File: config.mk
export PLATFORM = sky130hd
export DESIGN_NAME = ddt_builder
export DESIGN_NICKNAME = d
export VERILOG_FILES = /design/src/rtl/ddt_pkg.sv /design/src/rtl/ddt_slave_map.sv /design/src/rtl/ddt_builder.sv
export SDC_FILE = /design/constraint.sdc
export NUM_CORES = 1
export LEC_CHECK = 0
export ABC_AREA = 1
export BUFFER_PORTS_ARGS = -buffer_cell sky130_fd_sc_hd__buf_4
export CORE_AREA = 2 2 146 91
export CTS_CLUSTER_DIAMETER = 100
export CTS_CLUSTER_SIZE = 28
export DETAILED_ROUTE_END_ITERATION = 12
export DIE_AREA = 0 0 148 93
export PLACE_DENSITY = 0.78
export SLEW_MARGIN = 40
export SYNTH_ARGS = -nofsm -noshare
export SYNTH_HDL_FRONTEND = slang
export SYNTH_SLANG_ARGS = --single-unit
export TNS_END_PERCENT = 10
File: constraint.sdc
create_clock -name core_clk -period 1.1 [get_ports core_clk]
set_input_delay 0.055 -clock core_clk [delete_from_list [all_inputs] [get_ports core_clk]]
set_output_delay 0.055 -clock core_clk [all_outputs]
set_load 0.05 [all_outputs]
File: src/rtl/ddt_pkg.sv
/*
 * ddt_pkg: constants for the device-related diagnostic telegram builder
 * (telegram bytes 9 to 28). Assumes nothing of its surroundings.
 */
package ddt_pkg;
	localparam int DDT_FIRST_BYTE = 9;
	localparam int DDT_LAST_BYTE = 28;
	localparam int DDT_NUM_BYTES = 20;
	localparam logic [4:0] DDT_IDX_W_LAST = 5'h13;
	// fixed bytes
	localparam logic [7:0] DDT_LEN_VAL = 8'h14;
	localparam logic [7:0] DDT_ALARM_DIAG = 8'h01;
	localparam logic [7:0] DDT_SLOT_SAFETY = 8'h03;
	localparam logic [7:0] DDT_SLOT_GATEWAY = 8'h04;
	localparam logic [7:0] DDT_FILL_14 = 8'h1c;
	localparam logic [7:0] DDT_FILL_17 = 8'h7f;
	localparam logic [7:0] DDT_FILL_18 = 8'h40;
	localparam logic [7:0] DDT_FILL_19 = 8'h01;
	localparam logic [7:0] DDT_FILL_20 = 8'h01;
	// specifier codes, byte 12 bits 1:0
	localparam logic [1:0] DDT_SPEC_NONE = 2'h0;
	localparam logic [1:0] DDT_SPEC_IN = 2'h1;
	localparam logic [1:0] DDT_SPEC_OUT_OK = 2'h2;
	localparam logic [1:0] DDT_SPEC_OUT_BAD = 2'h3;
	// module status 1 (byte 13) bit positions
	localparam int DDT_MS1_GROUP = 0;
	localparam int DDT_MS1_INT = 1;
	localparam int DDT_MS1_EXT = 2;
	localparam int DDT_MS1_CFG = 3;
	localparam int DDT_MS1_UV = 4;
	// module status 2 (byte 15)
	localparam int DDT_MS2_CFG = 0;
	localparam int DDT_MS2_OFFL = 2;
	localparam int DDT_MS2_WDOG = 3;
	// module status 3 (byte 16)
	localparam int DDT_MS3_NVM = 2;
	// byte positions within the 20 byte image
	localparam int DDT_B_LEN = 0;
	localparam int DDT_B_ALARM = 1;
	localparam int DDT_B_SLOT = 2;
	localparam int DDT_B_SPEC = 3;
	localparam int DDT_B_MS1 = 4;
	localparam int DDT_B_F14 = 5;
	localparam int DDT_B_MS2 = 6;
	localparam int DDT_B_MS3 = 7;
	localparam int DDT_B_F17 = 8;
	localparam int DDT_B_F18 = 9;
	localparam int DDT_B_F19 = 10;
	localparam int DDT_B_F20 = 11;
	localparam int DDT_B_SLV_A = 12;
	localparam int DDT_B_SLV_B = 16;
	typedef enum logic {DDT_SRC_SAFETY, DDT_SRC_GATEWAY} ddt_src_e;
endpackage

File: src/rtl/ddt_slave_map.sv
/*
 * ddt_slave_map: per-slave fault bits from the target and actual lists.
 * Assumes the lists are synchronous to core_clk; registers its output.
 */
`timescale 1ns/1ps
module ddt_slave_map (
	// clock and reset
	input wire logic core_clk,
	input wire logic resetn,
	// slave lists, bit n is address n
	input wire logic [31:0] cfg_a,
	input wire logic [31:0] cfg_b,
	input wire logic [31:0] act_a,
	input wire logic [31:0] act_b,
	// fault bits, bit n is address n
	output logic [31:0] flt_a,
	output logic [31:0] flt_b
);
	import ddt_pkg::*;
	logic [31:0] flt_a_reg, flt_a_next, flt_b_reg, flt_b_next;

	function automatic logic [31:0] mismatch(input logic [31:0] c, input logic [31:0] a);
		return c ^ a;
	endfunction

	always_comb begin
		flt_a_next = mismatch(cfg_a, act_a);
		flt_b_next = mismatch(cfg_b, act_b);
	end

	always_ff @(posedge core_clk) begin
		if (!resetn) begin
			flt_a_reg <= 32'h0;
			flt_b_reg <= 32'h0;
		end else begin
			flt_a_reg <= flt_a_next;
			flt_b_reg <= flt_b_next;
		end
	end

	assign flt_a = flt_a_reg;
	assign flt_b = flt_b_reg;

	a_slave_fault: assert property (@(posedge core_clk) disable iff (!resetn)
		1'b1 |=> flt_a == ($past(cfg_a) ^ $past(act_a)))
		else $error("slave fault bits wrong");
endmodule

File: src/rtl/ddt_builder.sv
/*
 * ddt_builder: builds telegram bytes 9..28 of the device diagnosis.
 * Fault inputs are levels from logic on core_clk; the master reads
 * any byte through rd_idx (0 = byte 9) with one cycle of latency.
 */
// Function
// - length 14h at byte 9; fillers 1Ch, 7Fh, 40h, 01h, 01h at 14,17..20.
// - byte 10 is 01h; byte 11 is 03h safety slot or 04h gateway slot.
// - byte 12 bits 1:0 carry none, incoming, outgoing ok, outgoing still bad.
// - byte 13 bit 0 group fault, bit 2 external fault.
// - byte 13 bit 1 internal fault or memory defect; byte 16 bit 2 memory defect only.
// - target mismatch sets byte 13 bit 3 and byte 15 bit 0.
// - byte 13 bit 4 on low supply; bits 7:5 zero.
// - byte 15 bit 2 is offline state; bits 1 and 7:4 zero.
// - byte 15 bit 3 on watchdog hardware fault.
// - slave fault bit when configured slave missing or unconfigured slave present.
// - slaves 0..31 and A into bytes 21..24, lowest address in bit 0.
// - B slaves 0B..31B into bytes 25..28, lowest address in bit 0.
// - each error bit is one when present, zero when absent.
`timescale 1ns/1ps
module ddt_builder (
	// clock and reset
	input wire logic core_clk,
	input wire logic resetn,
	// fault inputs
	input wire logic internal_fault,
	input wire logic nvm_defect,
	input wire logic segment_power_fail,
	input wire logic offline,
	input wire logic watchdog_fault,
	input wire logic safety_fault,
	// slave lists
	input wire logic [31:0] cfg_a,
	input wire logic [31:0] cfg_b,
	input wire logic [31:0] act_a,
	input wire logic [31:0] act_b,
	// read port
	input wire logic [4:0] rd_idx,
	output logic [7:0] rd_data,
	// interrupt event toward the master
	output logic alarm_pulse
);
	import ddt_pkg::*;
	logic [31:0] flt_a, flt_b;
	logic gw_flt, gw_flt_reg, gw_flt_next, sf_flt_reg, sf_flt_next;
	logic [1:0] spec_reg, spec_next;
	ddt_src_e src_reg, src_next;
	logic alarm_reg, alarm_next;
	logic [7:0] tel_reg [DDT_NUM_BYTES];
	logic [7:0] tel_next [DDT_NUM_BYTES];
	logic [7:0] rd_reg, rd_next;
	logic ext_f, cfg_f, slv_any;
	logic slv_img_any;

	ddt_slave_map ddt_slave_map_i (
		.core_clk(core_clk),
		.resetn(resetn),
		.cfg_a(cfg_a),
		.cfg_b(cfg_b),
		.act_a(act_a),
		.act_b(act_b),
		.flt_a(flt_a),
		.flt_b(flt_b)
	);

	function automatic logic [1:0] out_spec(input logic other_bad);
		return other_bad ? DDT_SPEC_OUT_BAD : DDT_SPEC_OUT_OK;
	endfunction

	// ------------------------------------------------------------
	// image assembly
	// ------------------------------------------------------------
	always_comb begin
		slv_any = |{flt_a, flt_b};
		cfg_f = slv_any;
		ext_f = slv_any | segment_power_fail;
		gw_flt = ext_f | internal_fault | nvm_defect | offline | watchdog_fault;
		tel_next[DDT_B_LEN] = DDT_LEN_VAL;
		tel_next[DDT_B_F14] = DDT_FILL_14;
		tel_next[DDT_B_F17] = DDT_FILL_17;
		tel_next[DDT_B_F18] = DDT_FILL_18;
		tel_next[DDT_B_F19] = DDT_FILL_19;
		tel_next[DDT_B_F20] = DDT_FILL_20;
		tel_next[DDT_B_ALARM] = DDT_ALARM_DIAG;
		tel_next[DDT_B_SLOT] = (src_reg == DDT_SRC_SAFETY) ? DDT_SLOT_SAFETY : DDT_SLOT_GATEWAY;
		tel_next[DDT_B_SPEC] = {6'h0, spec_reg};
		tel_next[DDT_B_MS1] = 8'h0;
		tel_next[DDT_B_MS1][DDT_MS1_EXT] = ext_f;
		tel_next[DDT_B_MS1][DDT_MS1_INT] = internal_fault | nvm_defect;
		tel_next[DDT_B_MS1][DDT_MS1_CFG] = cfg_f;
		tel_next[DDT_B_MS1][DDT_MS1_UV] = segment_power_fail;
		tel_next[DDT_B_MS1][DDT_MS1_GROUP] = gw_flt;
		tel_next[DDT_B_MS2] = 8'h0;
		tel_next[DDT_B_MS2][DDT_MS2_CFG] = cfg_f;
		tel_next[DDT_B_MS2][DDT_MS2_OFFL] = offline;
		tel_next[DDT_B_MS2][DDT_MS2_WDOG] = watchdog_fault;
		tel_next[DDT_B_MS3] = 8'h0;
		tel_next[DDT_B_MS3][DDT_MS3_NVM] = nvm_defect;
		for (int i = 0; i < 4; i++) begin
			tel_next[DDT_B_SLV_A + i] = flt_a[i*8 +: 8];
			tel_next[DDT_B_SLV_B + i] = flt_b[i*8 +: 8];
		end
	end

	// ------------------------------------------------------------
	// interrupt tracking
	// ------------------------------------------------------------
	// change of slot fault state
	always_comb begin
		gw_flt_next = gw_flt;
		sf_flt_next = safety_fault;
		spec_next = spec_reg;
		src_next = src_reg;
		alarm_next = 1'b0;
		if (gw_flt != gw_flt_reg) begin
			alarm_next = 1'b1;
			src_next = DDT_SRC_GATEWAY;
			spec_next = gw_flt ? DDT_SPEC_IN : out_spec(1'b0);
		end else if (safety_fault != sf_flt_reg) begin
			alarm_next = 1'b1;
			src_next = DDT_SRC_SAFETY;
			spec_next = safety_fault ? DDT_SPEC_IN : out_spec(gw_flt);
		end
	end

	always_comb begin
		rd_next = (rd_idx <= DDT_IDX_W_LAST) ? tel_reg[rd_idx] : 8'h0;
	end

	always_ff @(posedge core_clk) begin
		if (!resetn) begin
			gw_flt_reg <= 1'b0;
			sf_flt_reg <= 1'b0;
			spec_reg <= DDT_SPEC_NONE;
			src_reg <= DDT_SRC_GATEWAY;
			alarm_reg <= 1'b0;
			rd_reg <= 8'h0;
			for (int i = 0; i < DDT_NUM_BYTES; i++) begin
				tel_reg[i] <= 8'h0;
			end
		end else begin
			gw_flt_reg <= gw_flt_next;
			sf_flt_reg <= sf_flt_next;
			spec_reg <= spec_next;
			src_reg <= src_next;
			alarm_reg <= alarm_next;
			rd_reg <= rd_next;
			for (int i = 0; i < DDT_NUM_BYTES; i++) begin
				tel_reg[i] <= tel_next[i];
			end
		end
	end

	assign rd_data = rd_reg;
	assign alarm_pulse = alarm_reg;

	// ------------------------------------------------------------
	// checks
	// ------------------------------------------------------------
	// any slave fault bit in the image, for the checks below
	always_comb begin
		slv_img_any = 1'b0;
		for (int i = 0; i < 8; i++) begin
			slv_img_any = slv_img_any | (|tel_reg[DDT_B_SLV_A + i]);
		end
	end

	a_length_byte: assert property (@(posedge core_clk) disable iff (!resetn)
		$past(resetn) && rd_idx == 5'h0 |=> rd_data == DDT_LEN_VAL)
		else $error("length byte wrong");
	a_slot_code: assert property (@(posedge core_clk) disable iff (!resetn)
		$past(resetn) |-> (tel_reg[DDT_B_SLOT] == DDT_SLOT_SAFETY || tel_reg[DDT_B_SLOT] == DDT_SLOT_GATEWAY)
		&& ((tel_reg[DDT_B_SLOT] == DDT_SLOT_SAFETY) == ($past(src_reg) == DDT_SRC_SAFETY)))
		else $error("slot code illegal");
	a_spec_incoming: assert property (@(posedge core_clk) disable iff (!resetn)
		$rose(gw_flt_reg) |-> spec_reg == DDT_SPEC_IN && src_reg == DDT_SRC_GATEWAY)
		else $error("incoming specifier wrong");
	a_spec_outgoing: assert property (@(posedge core_clk) disable iff (!resetn)
		$past(resetn) && $fell(gw_flt_reg) |-> spec_reg == DDT_SPEC_OUT_OK && src_reg == DDT_SRC_GATEWAY)
		else $error("outgoing specifier wrong");
	a_ext_fault: assert property (@(posedge core_clk) disable iff (!resetn)
		segment_power_fail |=> tel_reg[DDT_B_MS1][DDT_MS1_EXT] && tel_reg[DDT_B_MS1][DDT_MS1_UV])
		else $error("external fault not shown");
	a_nvm_byte: assert property (@(posedge core_clk) disable iff (!resetn)
		nvm_defect |=> tel_reg[DDT_B_MS3] == 8'h04)
		else $error("memory defect byte wrong");
	a_mismatch_pair: assert property (@(posedge core_clk) disable iff (!resetn)
		tel_reg[DDT_B_MS1][DDT_MS1_CFG] == tel_reg[DDT_B_MS2][DDT_MS2_CFG]
		&& tel_reg[DDT_B_MS1][DDT_MS1_CFG] == slv_img_any)
		else $error("mismatch bits differ");
	a_ms1_reserved: assert property (@(posedge core_clk) disable iff (!resetn)
		tel_reg[DDT_B_MS1][7:5] == 3'h0)
		else $error("reserved bits set");
	a_offline_bit: assert property (@(posedge core_clk) disable iff (!resetn)
		$past(resetn) |-> tel_reg[DDT_B_MS2][DDT_MS2_OFFL] == $past(offline)
		&& tel_reg[DDT_B_MS2][7:4] == 4'h0 && !tel_reg[DDT_B_MS2][1])
		else $error("offline bit wrong");
	a_watchdog_bit: assert property (@(posedge core_clk) disable iff (!resetn)
		$past(resetn) |-> tel_reg[DDT_B_MS2][DDT_MS2_WDOG] == $past(watchdog_fault))
		else $error("watchdog bit wrong");
	a_slave_a_bytes: assert property (@(posedge core_clk) disable iff (!resetn)
		$past(resetn) && $past(resetn, 2) |-> {tel_reg[DDT_B_SLV_A + 3], tel_reg[DDT_B_SLV_A + 2],
		tel_reg[DDT_B_SLV_A + 1], tel_reg[DDT_B_SLV_A]} == ($past(cfg_a, 2) ^ $past(act_a, 2)))
		else $error("slave A bytes wrong");
	a_slave_b_bytes: assert property (@(posedge core_clk) disable iff (!resetn)
		$past(resetn) && $past(resetn, 2) |-> {tel_reg[DDT_B_SLV_B + 3], tel_reg[DDT_B_SLV_B + 2],
		tel_reg[DDT_B_SLV_B + 1], tel_reg[DDT_B_SLV_B]} == ($past(cfg_b, 2) ^ $past(act_b, 2)))
		else $error("slave B bytes wrong");
	a_group_bit: assert property (@(posedge core_clk) disable iff (!resetn)
		tel_reg[DDT_B_MS1][DDT_MS1_GROUP] == ((|tel_reg[DDT_B_MS1][7:1]) || (|tel_reg[DDT_B_MS2])
		|| (|tel_reg[DDT_B_MS3]) || slv_img_any))
		else $error("group bit wrong");
	a_alarm_edge: assert property (@(posedge core_clk) disable iff (!resetn)
		gw_flt != gw_flt_reg |=> alarm_pulse)
		else $error("alarm not raised");
	a_safety_alarm: assert property (@(posedge core_clk) disable iff (!resetn)
		safety_fault != sf_flt_reg && gw_flt == gw_flt_reg |=> alarm_pulse && src_reg == DDT_SRC_SAFETY)
		else $error("safety alarm wrong");
	c_gw_alarm: cover property (@(posedge core_clk) disable iff (!resetn) $rose(gw_flt_reg));
	c_out_bad: cover property (@(posedge core_clk) disable iff (!resetn) spec_reg == DDT_SPEC_OUT_BAD);
	c_safety: cover property (@(posedge core_clk) disable iff (!resetn) src_reg == DDT_SRC_SAFETY);
	c_slave_fault: cover property (@(posedge core_clk) disable iff (!resetn) slv_img_any);
endmodule

[Yosys cells after proc, flatten, opt, wreduce, memory -nomap -nowiden]
Memories as Yosys holds them, arrays and structs flattened. A register that Yosys moved wholly into a read port is not among the register bits.
Index checks and enable logic that the tools add are counted.
Word-level totals
  input bits: 141
  bits in read-only memories: 0
  memories: 1
  logic and storage cells: 75
  bits in writable memories: 160
  flip-flop bits (word level): 70
  latch bits: 0
  output and inout port bits: 9
Operators by class
  reductions and logical operators: 5
  div/mod/pow operators: 0
  multiply operators: 0
  bitwise logic cells: 29
  multiplexer cells: 30
  $add $sub $neg: 0
  magnitude comparators: 1
  eq/ne operators: 2
  shifts and indexed selects: 0
Memory list
  tel_reg: words 20, width 8, read ports 1, clocked after memory_dff 1, wr ports 20, RTL line ddt_builder.sv:49  | logic [7:0] tel_reg [DDT_NUM_BYTES];
Operators with widths (number)
  8-bit two-way mux: 20
  64-bit OR reduction: 1
  32-bit bitwise XOR: 2
  1-bit bitwise OR: 26
  2-bit two-way mux: 4
  5-bit less-or-equal comparator, second input constant: 1
  1-bit two-way mux: 5
  3-bit two-way mux: 1
  1-bit inequality test: 2
  2-bit AND reduction: 1
  2-bit nonzero test: 1
  2-bit OR reduction: 1
  1-bit zero test: 1
  1-bit inverter: 1

[Longest topological paths before layout]
Gate-level depths: netlist of run 1.
  depth in word-level cells: 10
  gate-level depth with buffers: 11

[Modules after synthesis]
From an unflattened synthesis of run 1, not the netlist that was laid out.
Second synthesis, totals
  cell total of the unflattened synthesis: 833
  area, all modules: 6014.5 µm²
Modules (own cells, without submodules)
  ddt_builder: cells each 506, area each 3631.0 µm², seq. area each 1801.7 µm², instances 1
  ddt_slave_map: cells each 327, area each 2383.5 µm², seq. area each 1281.2 µm², instances 1

[Worst setup path before layout of run 1]
No wires, ideal clock.
  path kind: register -> register
  start point: register ddt_slave_map_i.flt_a_reg[31], in the netlist ddt_slave_map_i.flt_a[31]
  end point: register spec_reg[0]
  cell stages (with the launch flop): 11
  data required time: 0.986 ns
  path slack: -0.135 ns
  path buffers: 0
  arrival time: 1.121 ns
  path through: dfxtp_1 -> nor2_1 -> nand2_1 -> nor2_1 -> nand2_1 -> nor2_4 -> nand3_2 -> nand2_2 -> nand3_2 -> nand2_2 -> a21oi_2
On the way
  longest elaborated chain between the ends: 10
  elaborated cells between the ends (all ways): 13
  those cells by class: 1 x eq/ne; 5 x mux; 5 x bitwise; 2 x reduce/logical
RTL lines
  from (decl): RTL line ddt_slave_map.sv:20  | logic [31:0] flt_a_reg, flt_a_next, flt_b_reg, flt_b_next;
  from (signal assigned): RTL line ddt_slave_map.sv:36  | flt_a_reg <= flt_a_next;
  64-bit OR reduction (*): RTL line ddt_builder.sv:74  | slv_any = |{flt_a, flt_b};
  1-bit bitwise OR (*): RTL line ddt_builder.sv:76  | ext_f = slv_any | segment_power_fail;
  1-bit bitwise OR (*) (4 in series): RTL line ddt_builder.sv:77  | gw_flt = ext_f | internal_fault | nvm_defect | offline | watchdog_fault;
  1-bit two-way mux: RTL line ddt_builder.sv:67  | return other_bad ? DDT_SPEC_OUT_BAD : DDT_SPEC_OUT_OK;
  2-bit two-way mux: RTL line ddt_builder.sv:122  | spec_next = safety_fault ? DDT_SPEC_IN : out_spec(gw_flt);
  2-bit two-way mux: RTL line ddt_builder.sv:119  | end else if (safety_fault != sf_flt_reg) begin
  2-bit two-way mux: RTL line ddt_builder.sv:115  | if (gw_flt != gw_flt_reg) begin
  to (signal assigned): RTL line ddt_builder.sv:144  | spec_reg <= spec_next;
  to (decl): RTL line ddt_builder.sv:46  | logic [1:0] spec_reg, spec_next;
Mark *: on every way between the ends. The rest lies on a longest branch, timed or not. The select of a mux whose other input is x is not followed.
A chain may end at the register's enable or synchronous reset.

[Worst setup path in the final report of run 1]
  start point: register ddt_slave_map_i.flt_a_reg[30], in the netlist ddt_slave_map_i.flt_a[30]
  end point: register spec_reg[0]
The elaborated chain is that of the path after synthesis.

==> load_flow_metrics.sql, run 1 <==
INSERT INTO impl_metrics (metric_group, metric, value, unit) VALUES
('critical_path', 'max_stage_delay', '330', 'ps'),
('min_path', 'holdCritStartpoint', 'offline', ''),
('placed_design', 'port_buf_inserts', '149', ''),
('logic_synthesis', 'syn_nets', '841', ''),
('floorplanning', 'floorplan.initialDensity', '46.1', '%'),
('critical_path', 'ff2ff_setup_slack', '-390', 'ps'),
('timing', 'final.setup.worst_slack', '-389', 'ps'),
('drt', 'via_per_inst', '4.62', ''),
('floorplanning', 'core.rowCount', '32', ''),
('grt', 'via_count_of_the_first_global_routing_pass', '5462', ''),
('cells_and_area', 'insertedDiodeCount', '0', ''),
('clocking', 'clkSinkCount', '154', ''),
('run', 'cap_viol_max_count', '0', ''),
('clocking', 'cts.reportedPaths.clkPinSlew', '60', 'ps'),
('grt', 'largest_net_degree_at_the_start_of_global_routing', '42', ''),
('floorplanning', 'fp.dieArea', '0.0138', 'sq mm'),
('placed_design', 'post-place-ws', '-373', 'ps'),
('logic_synthesis', 'yosys.area.top_type', 'dfxtp_1', ''),
('cells_and_area', 'final_common_cell', 'buf_4', ''),
('timing', 'maxSlewHeadroom', '70.8', '%'),
('drt', 'avgRoutedWirePerCell', '14.1', 'um'),
('critical_path', 'endpoint_kind', 'flip-flop', ''),
('cells_and_area', 'largest_register_ffs', '77', ''),
('timing', 'finalHoldViolations', '1', ''),
('power_and_ir_drop', 'max-vdd-ir-drop', '1.10', 'mV'),
('cells_and_area', 'post-route-cell-area', '0.00914', 'sq mm'),
('logic_synthesis', 'yosys_register_bits', '154', ''),
('floorplanning', 'floorplan.die.height', '93', 'um'),
('cells_and_area', 'layout.nets', '1145', ''),
('grt', 'antenna_violations_before_repair', '0', ''),
('logic_synthesis', 'syn_avg_cell_area', '8.22', 'sq um'),
('clocking', 'root_buffer', 'clkbuf_16', ''),
('drt', 'wirelength', '16700', 'um'),
('placed_design', 'detailed_place.area', '0.00715', 'sq mm'),
('logic_synthesis', 'synthDominantCellAreaShare', '53.6', '%'),
('min_path', 'hold_path_class', 'in2reg', ''),
('grt', 'grt_overflow_total', '0', ''),
('timing', 'post_route_fraction_of_the_period_consumed_by_the_critical_path', '135', '%'),
('timing', 'timing.fmax', '0.672', 'GHz'),
('timing', 'worst_hold_slack', '-149', 'ps'),
('cells_and_area', 'final_layout_size_suffix_gt1_share', '23.9', '%'),
('min_path', 'worstHoldEndpoint', 'tel_reg[6][2]', ''),
('clocking', 'cts_tree', 'done', ''),
('critical_path', 'timing.reg2reg.worst_path_depth', '10', ''),
('floorplanning', 'ioPinCount', '150', ''),
('floorplanning', 'std_cell_core_area', '0.0125', 'sq mm'),
('placed_design', 'placed_cells_incl_taps', '1020', ''),
('timing', 'setup_viol_count_final', '11', ''),
('placed_design', 'gp_congestion', '0.957', ''),
('run_status', 'run_status', 'finished with violations', ''),
('grt', 'grt_pass1_wl', '26800', 'um'),
('logic_synthesis', 'synth.lib_cells_used.distinct', '31', ''),
('logic_synthesis', 'synth.yosys.warnings', '0', ''),
('clocking', 'clock_latency', '420', 'ps'),
('timing', 'grt_setup_unrepaired', 'yes', ''),
('clocking', 'cts_buffers', '17', ''),
('cells_and_area', 'synthToLayoutAreaGrowth', '58.9', '%'),
('clocking', 'maximum_clock_path_buffer_count', '2', ''),
('drt', 'total_drc_errors_in_the_routed_layout', '0', ''),
('clocking', 'ctsHoldBuffers', '134', ''),
('drt', 'drt-initial-drc-count', '548', ''),
('critical_path', 'critPathRequiredTime', '1410', 'ps'),
('timing', 'tightestPinTransition', '439', 'ps'),
('cells_and_area', 'fillerInstances', '891', ''),
('timing', 'timing.setup.tns', '-2170', 'ps'),
('critical_path', 'worstReg2RegEnd', 'spec_reg[0]', ''),
('run_status', 'violated_checks', 'hold timing, setup timing', ''),
('logic_synthesis', 'syn_inst_count', '700', ''),
('critical_path', 'crit_path_slowest_cell', 'dfxtp_1', ''),
('cells_and_area', 'layout_common_cells', 'buf_4, dfxtp_1, dlygate4sd3_1', ''),
('timing', 'slew_violations', '0', '');
-- cells by family (layout without fill, tap and decap cells) --
kind of cell	count (synthesis)	after routing	synth area share (%)
AO/OA/AOI/OAI	73	73	7.44
XOR/XNOR	65	65	9.89
buffers and inverters	122	439	8.98
flip-flops	154	154	53.6
AND/OR/NAND/NOR	286	286	20.1
-- per-stage QoR --
| step | utilization [%] | power, W |
|---|---|---|
| final | 73.2 | 0.0138 |
| after CTS | 72.8 | 0.0137 |
| after detailed placement | 57.3 | 0.00779 |
| after global placement | 57.3 | 0.00776 |
| after floorplan | - | 0.00703 |
| after global routing | 73.2 | 0.0143 |
-- timing repair --
action | 4_1_cts | 5_1_grt
resized for setup | 10 | 13
setup endpoints to repair | 11 | 23
pin swaps | 6 | 17
hold endpoints to repair | 74 | 1
buffers inserted | 1 | 0
-- cells in the mapped netlist --
cell / number
a21oi_2: 1
nand3_2: 2
o22ai_1: 6
nor2_2: 1
nor4_4: 1
o211ai_1: 9
o21ai_0: 34
nor3_1: 1
a22oi_2: 1
buf_2: 17
nor2_1: 140
nand2_2: 3
inv_1: 90
inv_2: 4
dfxtp_1: 154
nor2_4: 1
clkbuf_1: 5
buf_6: 4
a21oi_1: 9
xnor2_1: 65
a31oi_1: 2
nand4_2: 1
or2_1: 1
nand3_1: 13
or2_2: 1
nand4_1: 2
a22oi_1: 6
o21ai_1: 4
o21ai_2: 1
nand2_1: 119
buf_4: 2
-- worst max-delay path: cells and delay by family, from the launching register on --
kind	cells	cell delay [ps]
AOI/OAI and AO/OA	1	50
DFF	1	330
and+or+nand+nor	9	1010
-- power by group --
part,total (W),internal [W],switching [W]
clock network,0.00561,0.00326,0.00235
logic,0.00202,0.00112,0.000901
registers,0.00615,0.00595,0.000196
-- how the worst max path moves through the flow --
| stage | from | to | slack, ps | cells after the start |
|---|---|---|---|---|
| floorplan | ddt_slave_map_i.flt_a[31] | spec_reg[0] | -130 | 10 |
| global placement | ddt_slave_map_i.flt_a[11] | spec_reg[0] | -340 | 10 |
| detailed placement | ddt_slave_map_i.flt_a[9] | spec_reg[0] | -370 | 10 |
| CTS | ddt_slave_map_i.flt_a[13] | spec_reg[0] | -370 | 10 |
| global route | ddt_slave_map_i.flt_a[16] | spec_reg[0] | -460 | 10 |
| finish | ddt_slave_map_i.flt_a[30] | spec_reg[0] | -390 | 10 |
-- per-layer routing --
layer / up-vias / GRT usage (%)
met2: 250 / 37.1
met5: - / 0
li1: 2729 / -
met1: 2479 / 35.3
met3: 26 / 6.20
met4: 0 / 8.49
-- area by class of cell --
class	count	area, sq um	area share [%]
clock inverters	11	111	1.22
repair buffers	313	2700	29.5
inverters	94	353	3.86
well taps	170	213	2.33
flip-flops and latches	154	3090	33.8
multi-input cells	424	2220	24.3
clock buffers	21	460	5.04
(Power assumes the default switching activity.)
==> inputs of run 2 (changes only) <==
CORE_AREA = 2 2 148 92   (was 2 2 146 91)
DIE_AREA = 0 0 150 94   (was 0 0 148 93)
PLACE_DENSITY = 0.79   (was 0.78)
SYNTH_HIERARCHICAL = 1   (was unset)
==> load_flow_metrics.sql, run 2 <==
INSERT INTO impl_metrics (metric_group, metric, value, unit) VALUES
('logic_synthesis', 'synth.yosys.warnings', '6', ''),
('grt', 'track_usage', '26.6', '%'),
('cells_and_area', 'layout_common_cells', 'nand2_1, nor2_1, buf_4', ''),
('floorplanning', 'std_cell_core_area', '0.0127', 'sq mm'),
('grt', 'grt_pass1_wl', '29000', 'um'),
('critical_path', 'critPathRequiredTime', '1410', 'ps'),
('drt', 'drt-initial-drc-count', '369', ''),
('clocking', 'cts_max_level', '4', ''),
('timing', 'finalHoldViolations', '0', ''),
('logic_synthesis', 'post-synth-top-count-cell', 'nand2_1', ''),
('drt', 'avgRoutedWirePerCell', '13.7', 'um'),
('timing', 'worst_clock_skew', '9.77', 'ps'),
('drt', 'wirelength', '18800', 'um'),
('timing', 'layout_min_cycle_time', '1600', 'ps'),
('critical_path', 'worstSetupStartpointType', 'flip-flop', ''),
('timing', 'maxSlewHeadroom', '74.6', '%'),
('logic_synthesis', 'syn_inst_count', '833', ''),
('run_status', 'violated_checks', 'setup timing', ''),
('floorplanning', 'core.rowCount', '32', ''),
('power_and_ir_drop', 'max-vdd-ir-drop', '0.847', 'mV'),
('cells_and_area', 'layoutNonFillerInstCount', '1365', ''),
('run_status', 'run_status', 'finished with violations', ''),
('timing', 'final.setup.worst_slack', '-504', 'ps'),
('logic_synthesis', 'syn_nets', '974', ''),
('logic_synthesis', 'synth_area', '0.00601', 'sq mm'),
('critical_path', 'critical_path_arrival', '1920', 'ps'),
('floorplanning', 'floorplan.die.height', '94', 'um'),
('floorplanning', 'die_w', '150', 'um'),
('logic_synthesis', 'synth-main-ff-cell', 'dfxtp_1', ''),
('floorplanning', 'fp.dieArea', '0.0141', 'sq mm'),
('placed_design', 'post-dp-hpwl', '9880', 'um'),
('min_path', 'hold_path_class', 'in2reg', ''),
('timing', 'slew_violations', '0', ''),
('critical_path', 'worst-setup-path-type', 'reg2reg', ''),
('cells_and_area', 'synthToLayoutAreaGrowth', '66.1', '%'),
('power_and_ir_drop', 'p_leak', '5.47', 'nW'),
('grt', 'via_count_of_the_first_global_routing_pass', '6425', ''),
('timing', 'timing.fmax', '0.623', 'GHz'),
('placed_design', 'port_buf_inserts', '149', ''),
('drt', 'total_drc_errors_in_the_routed_layout', '0', ''),
('logic_synthesis', 'synth_edf_count', '0', ''),
('drt', 'drt-pass1-iter-count', '5', ''),
('placed_design', 'post-place-ws', '-341', 'ps'),
('grt', 'antenna_violations_before_repair', '0', ''),
('clocking', 'clkSinkCount', '154', ''),
('logic_synthesis', 'synth_common_cells', 'nand2_1, nor2_1, dfxtp_1', ''),
('clocking', 'maximum_clock_path_buffer_count', '2', ''),
('grt', 'grt_overflow_total', '0', ''),
('drt', 'via_count', '6427', ''),
('critical_path', 'critical_path_peak_fanout', '3', ''),
('logic_synthesis', 'postSynth.asyncResetShare', '0', '%'),
('cells_and_area', 'layout.nets', '1323', ''),
('clocking', 'cts_buffers', '17', ''),
('clocking', 'cts_tree', 'done', ''),
('floorplanning', 'floorplan.initialDensity', '47.5', '%'),
('cells_and_area', 'largest_register_ffs', '77', ''),
('placed_design', 'placed_cells_incl_taps', '1153', ''),
('cells_and_area', 'insertedDiodeCount', '0', ''),
('clocking', 'root_buffer', 'clkbuf_16', ''),
('run', 'cap_viol_max_count', '0', ''),
('floorplanning', 'ioPinCount', '150', ''),
('clocking', 'cts.reportedPaths.clkPinSlew', '60', 'ps'),
('power_and_ir_drop', 'power.density_cell_area', '1420', 'mW/mm^2'),
('logic_synthesis', 'yosys.area.top_type', 'dfxtp_1', ''),
('drt', 'final_antenna_net_count', '0', ''),
('timing', 'setup_viol_count_final', '20', ''),
('logic_synthesis', 'synth_top_cells_by_area', 'dfxtp_1, nand2_1, nor2_1', ''),
('logic_synthesis', 'synthDominantCellAreaShare', '51.3', '%'),
('cells_and_area', 'final_layout_size_suffix_gt1_share', '21.8', '%'),
('cells_and_area', 'final_common_cell', 'nand2_1', ''),
('critical_path', 'endpoint_kind', 'flip-flop', ''),
('logic_synthesis', 'yosys_register_bits', '154', ''),
('logic_synthesis', 'seq_area_frac_synth', '51.3', '%'),
('cells_and_area', 'fillerInstances', '812', ''),
('placed_design', 'gp_congestion', '0.898', ''),
('logic_synthesis', 'synth.lib_cells_used.distinct', '36', ''),
('drt', 'via_per_inst', '4.71', ''),
('timing', 'grt_setup_unrepaired', 'yes', ''),
('timing', 'post_route_fraction_of_the_period_consumed_by_the_critical_path', '146', '%'),
('logic_synthesis', 'syn_avg_cell_area', '7.22', 'sq um'),
('grt', 'largest_net_degree_at_the_start_of_global_routing', '63', ''),
('timing', 'tightestPinTransition', '379', 'ps'),
('cells_and_area', 'layout.core_utilization', '78.9', '%'),
('clocking', 'clock_latency', '420', 'ps');
## run 2: stage by stage
stage / cell area, sq um / setup TNS [ps] / total power [W] / hold WS (ps)
2_1_floorplan: 6010 / -450 / 0.00697 / 82.7
3_3_place_gp: 7420 / -2570 / 0.00769 / 244
3_5_place_dp: 7420 / -2760 / 0.00771 / 263
4_1_cts: 9850 / -1870 / 0.0141 / -10.7
5_1_grt: 9990 / -4670 / 0.0148 / 51.6
6_report: 9990 / -3370 / 0.0142 / 25.6
## run 2: power by group
part	internal, W	switching (W)
logic	0.00120	0.00101
registers	0.00592	0.000144
clock network	0.00373	0.00223
## run 2: cell type report
cell class                      count  area [sq um]  share of cell area (%)
Clock buffer                       20           467                    4.67
Clock inverter                     12           145                    1.45
Inverter                           93           349                    3.49
Multi-Input combinational cell    557          2450                    24.5
Sequential cell                   154          3080                    30.9
Tap cell                          170           213                    2.13
Timing Repair Buffer              359          3280                    32.9
## run 2: path summary, 6_finish.rpt
| path | from | to | slack [ps] | cells past startpoint |
|---|---|---|---|---|
| worst min register to register | ddt_slave_map_i/flt_b[11] | tel_reg[17][3] | 420 | 2 |
| worst min-delay path | rd_idx[4] | rd_data[6] | 30 | 5 |
| worst max-delay path | ddt_slave_map_i/flt_b[7] | spec_reg[0] | -500 | 10 |
| worst max register to register | ddt_slave_map_i/flt_b[7] | spec_reg[0] | -500 | 10 |
## run 2: worst max-delay path: stages, from the launching register on
cell and delay (ps):
dfxtp_1 310, nor2_1 150, nand2_1 90, nor2_1 110, nand2_1 110, nor2_4 200, nand3_2 140, nand2_2 140
nand3_4 90, nand2_4 100, a21oi_2 50
## run 2: cell families (layout without fill, tap and decap cells)
family / after synthesis / count (layout) / synth area share (%)
AO/OA/AOI/OAI: 75 / 75 / 7.20
XOR/XNOR: 1 / 1 / 0.146
buffers and inverters: 122 / 484 / 9.36
flip-flops: 154 / 154 / 51.3
AND/OR/NAND/NOR: 481 / 481 / 32.0
## run 2: what timing repair did
action | 4_1_cts | 5_1_grt
resized for setup | 9 | 47
hold endpoints to repair | 77 | 0
hold buffers | 178 | 0
buffers inserted | 0 | 2
pin swaps | 3 | 9
endpoints found under the setup margin | 14 | 53
## run 2: metal layers
metal / up-vias / global-route usage, % / share of wire [%]
met3: 44 / 5.68 / 7.0
li1: 3219 / - / -
met2: 249 / 49.2 / 51
met4: 0 / 9.43 / 2.1
met1: 2915 / 30.3 / 40
met5: - / 0 / 0
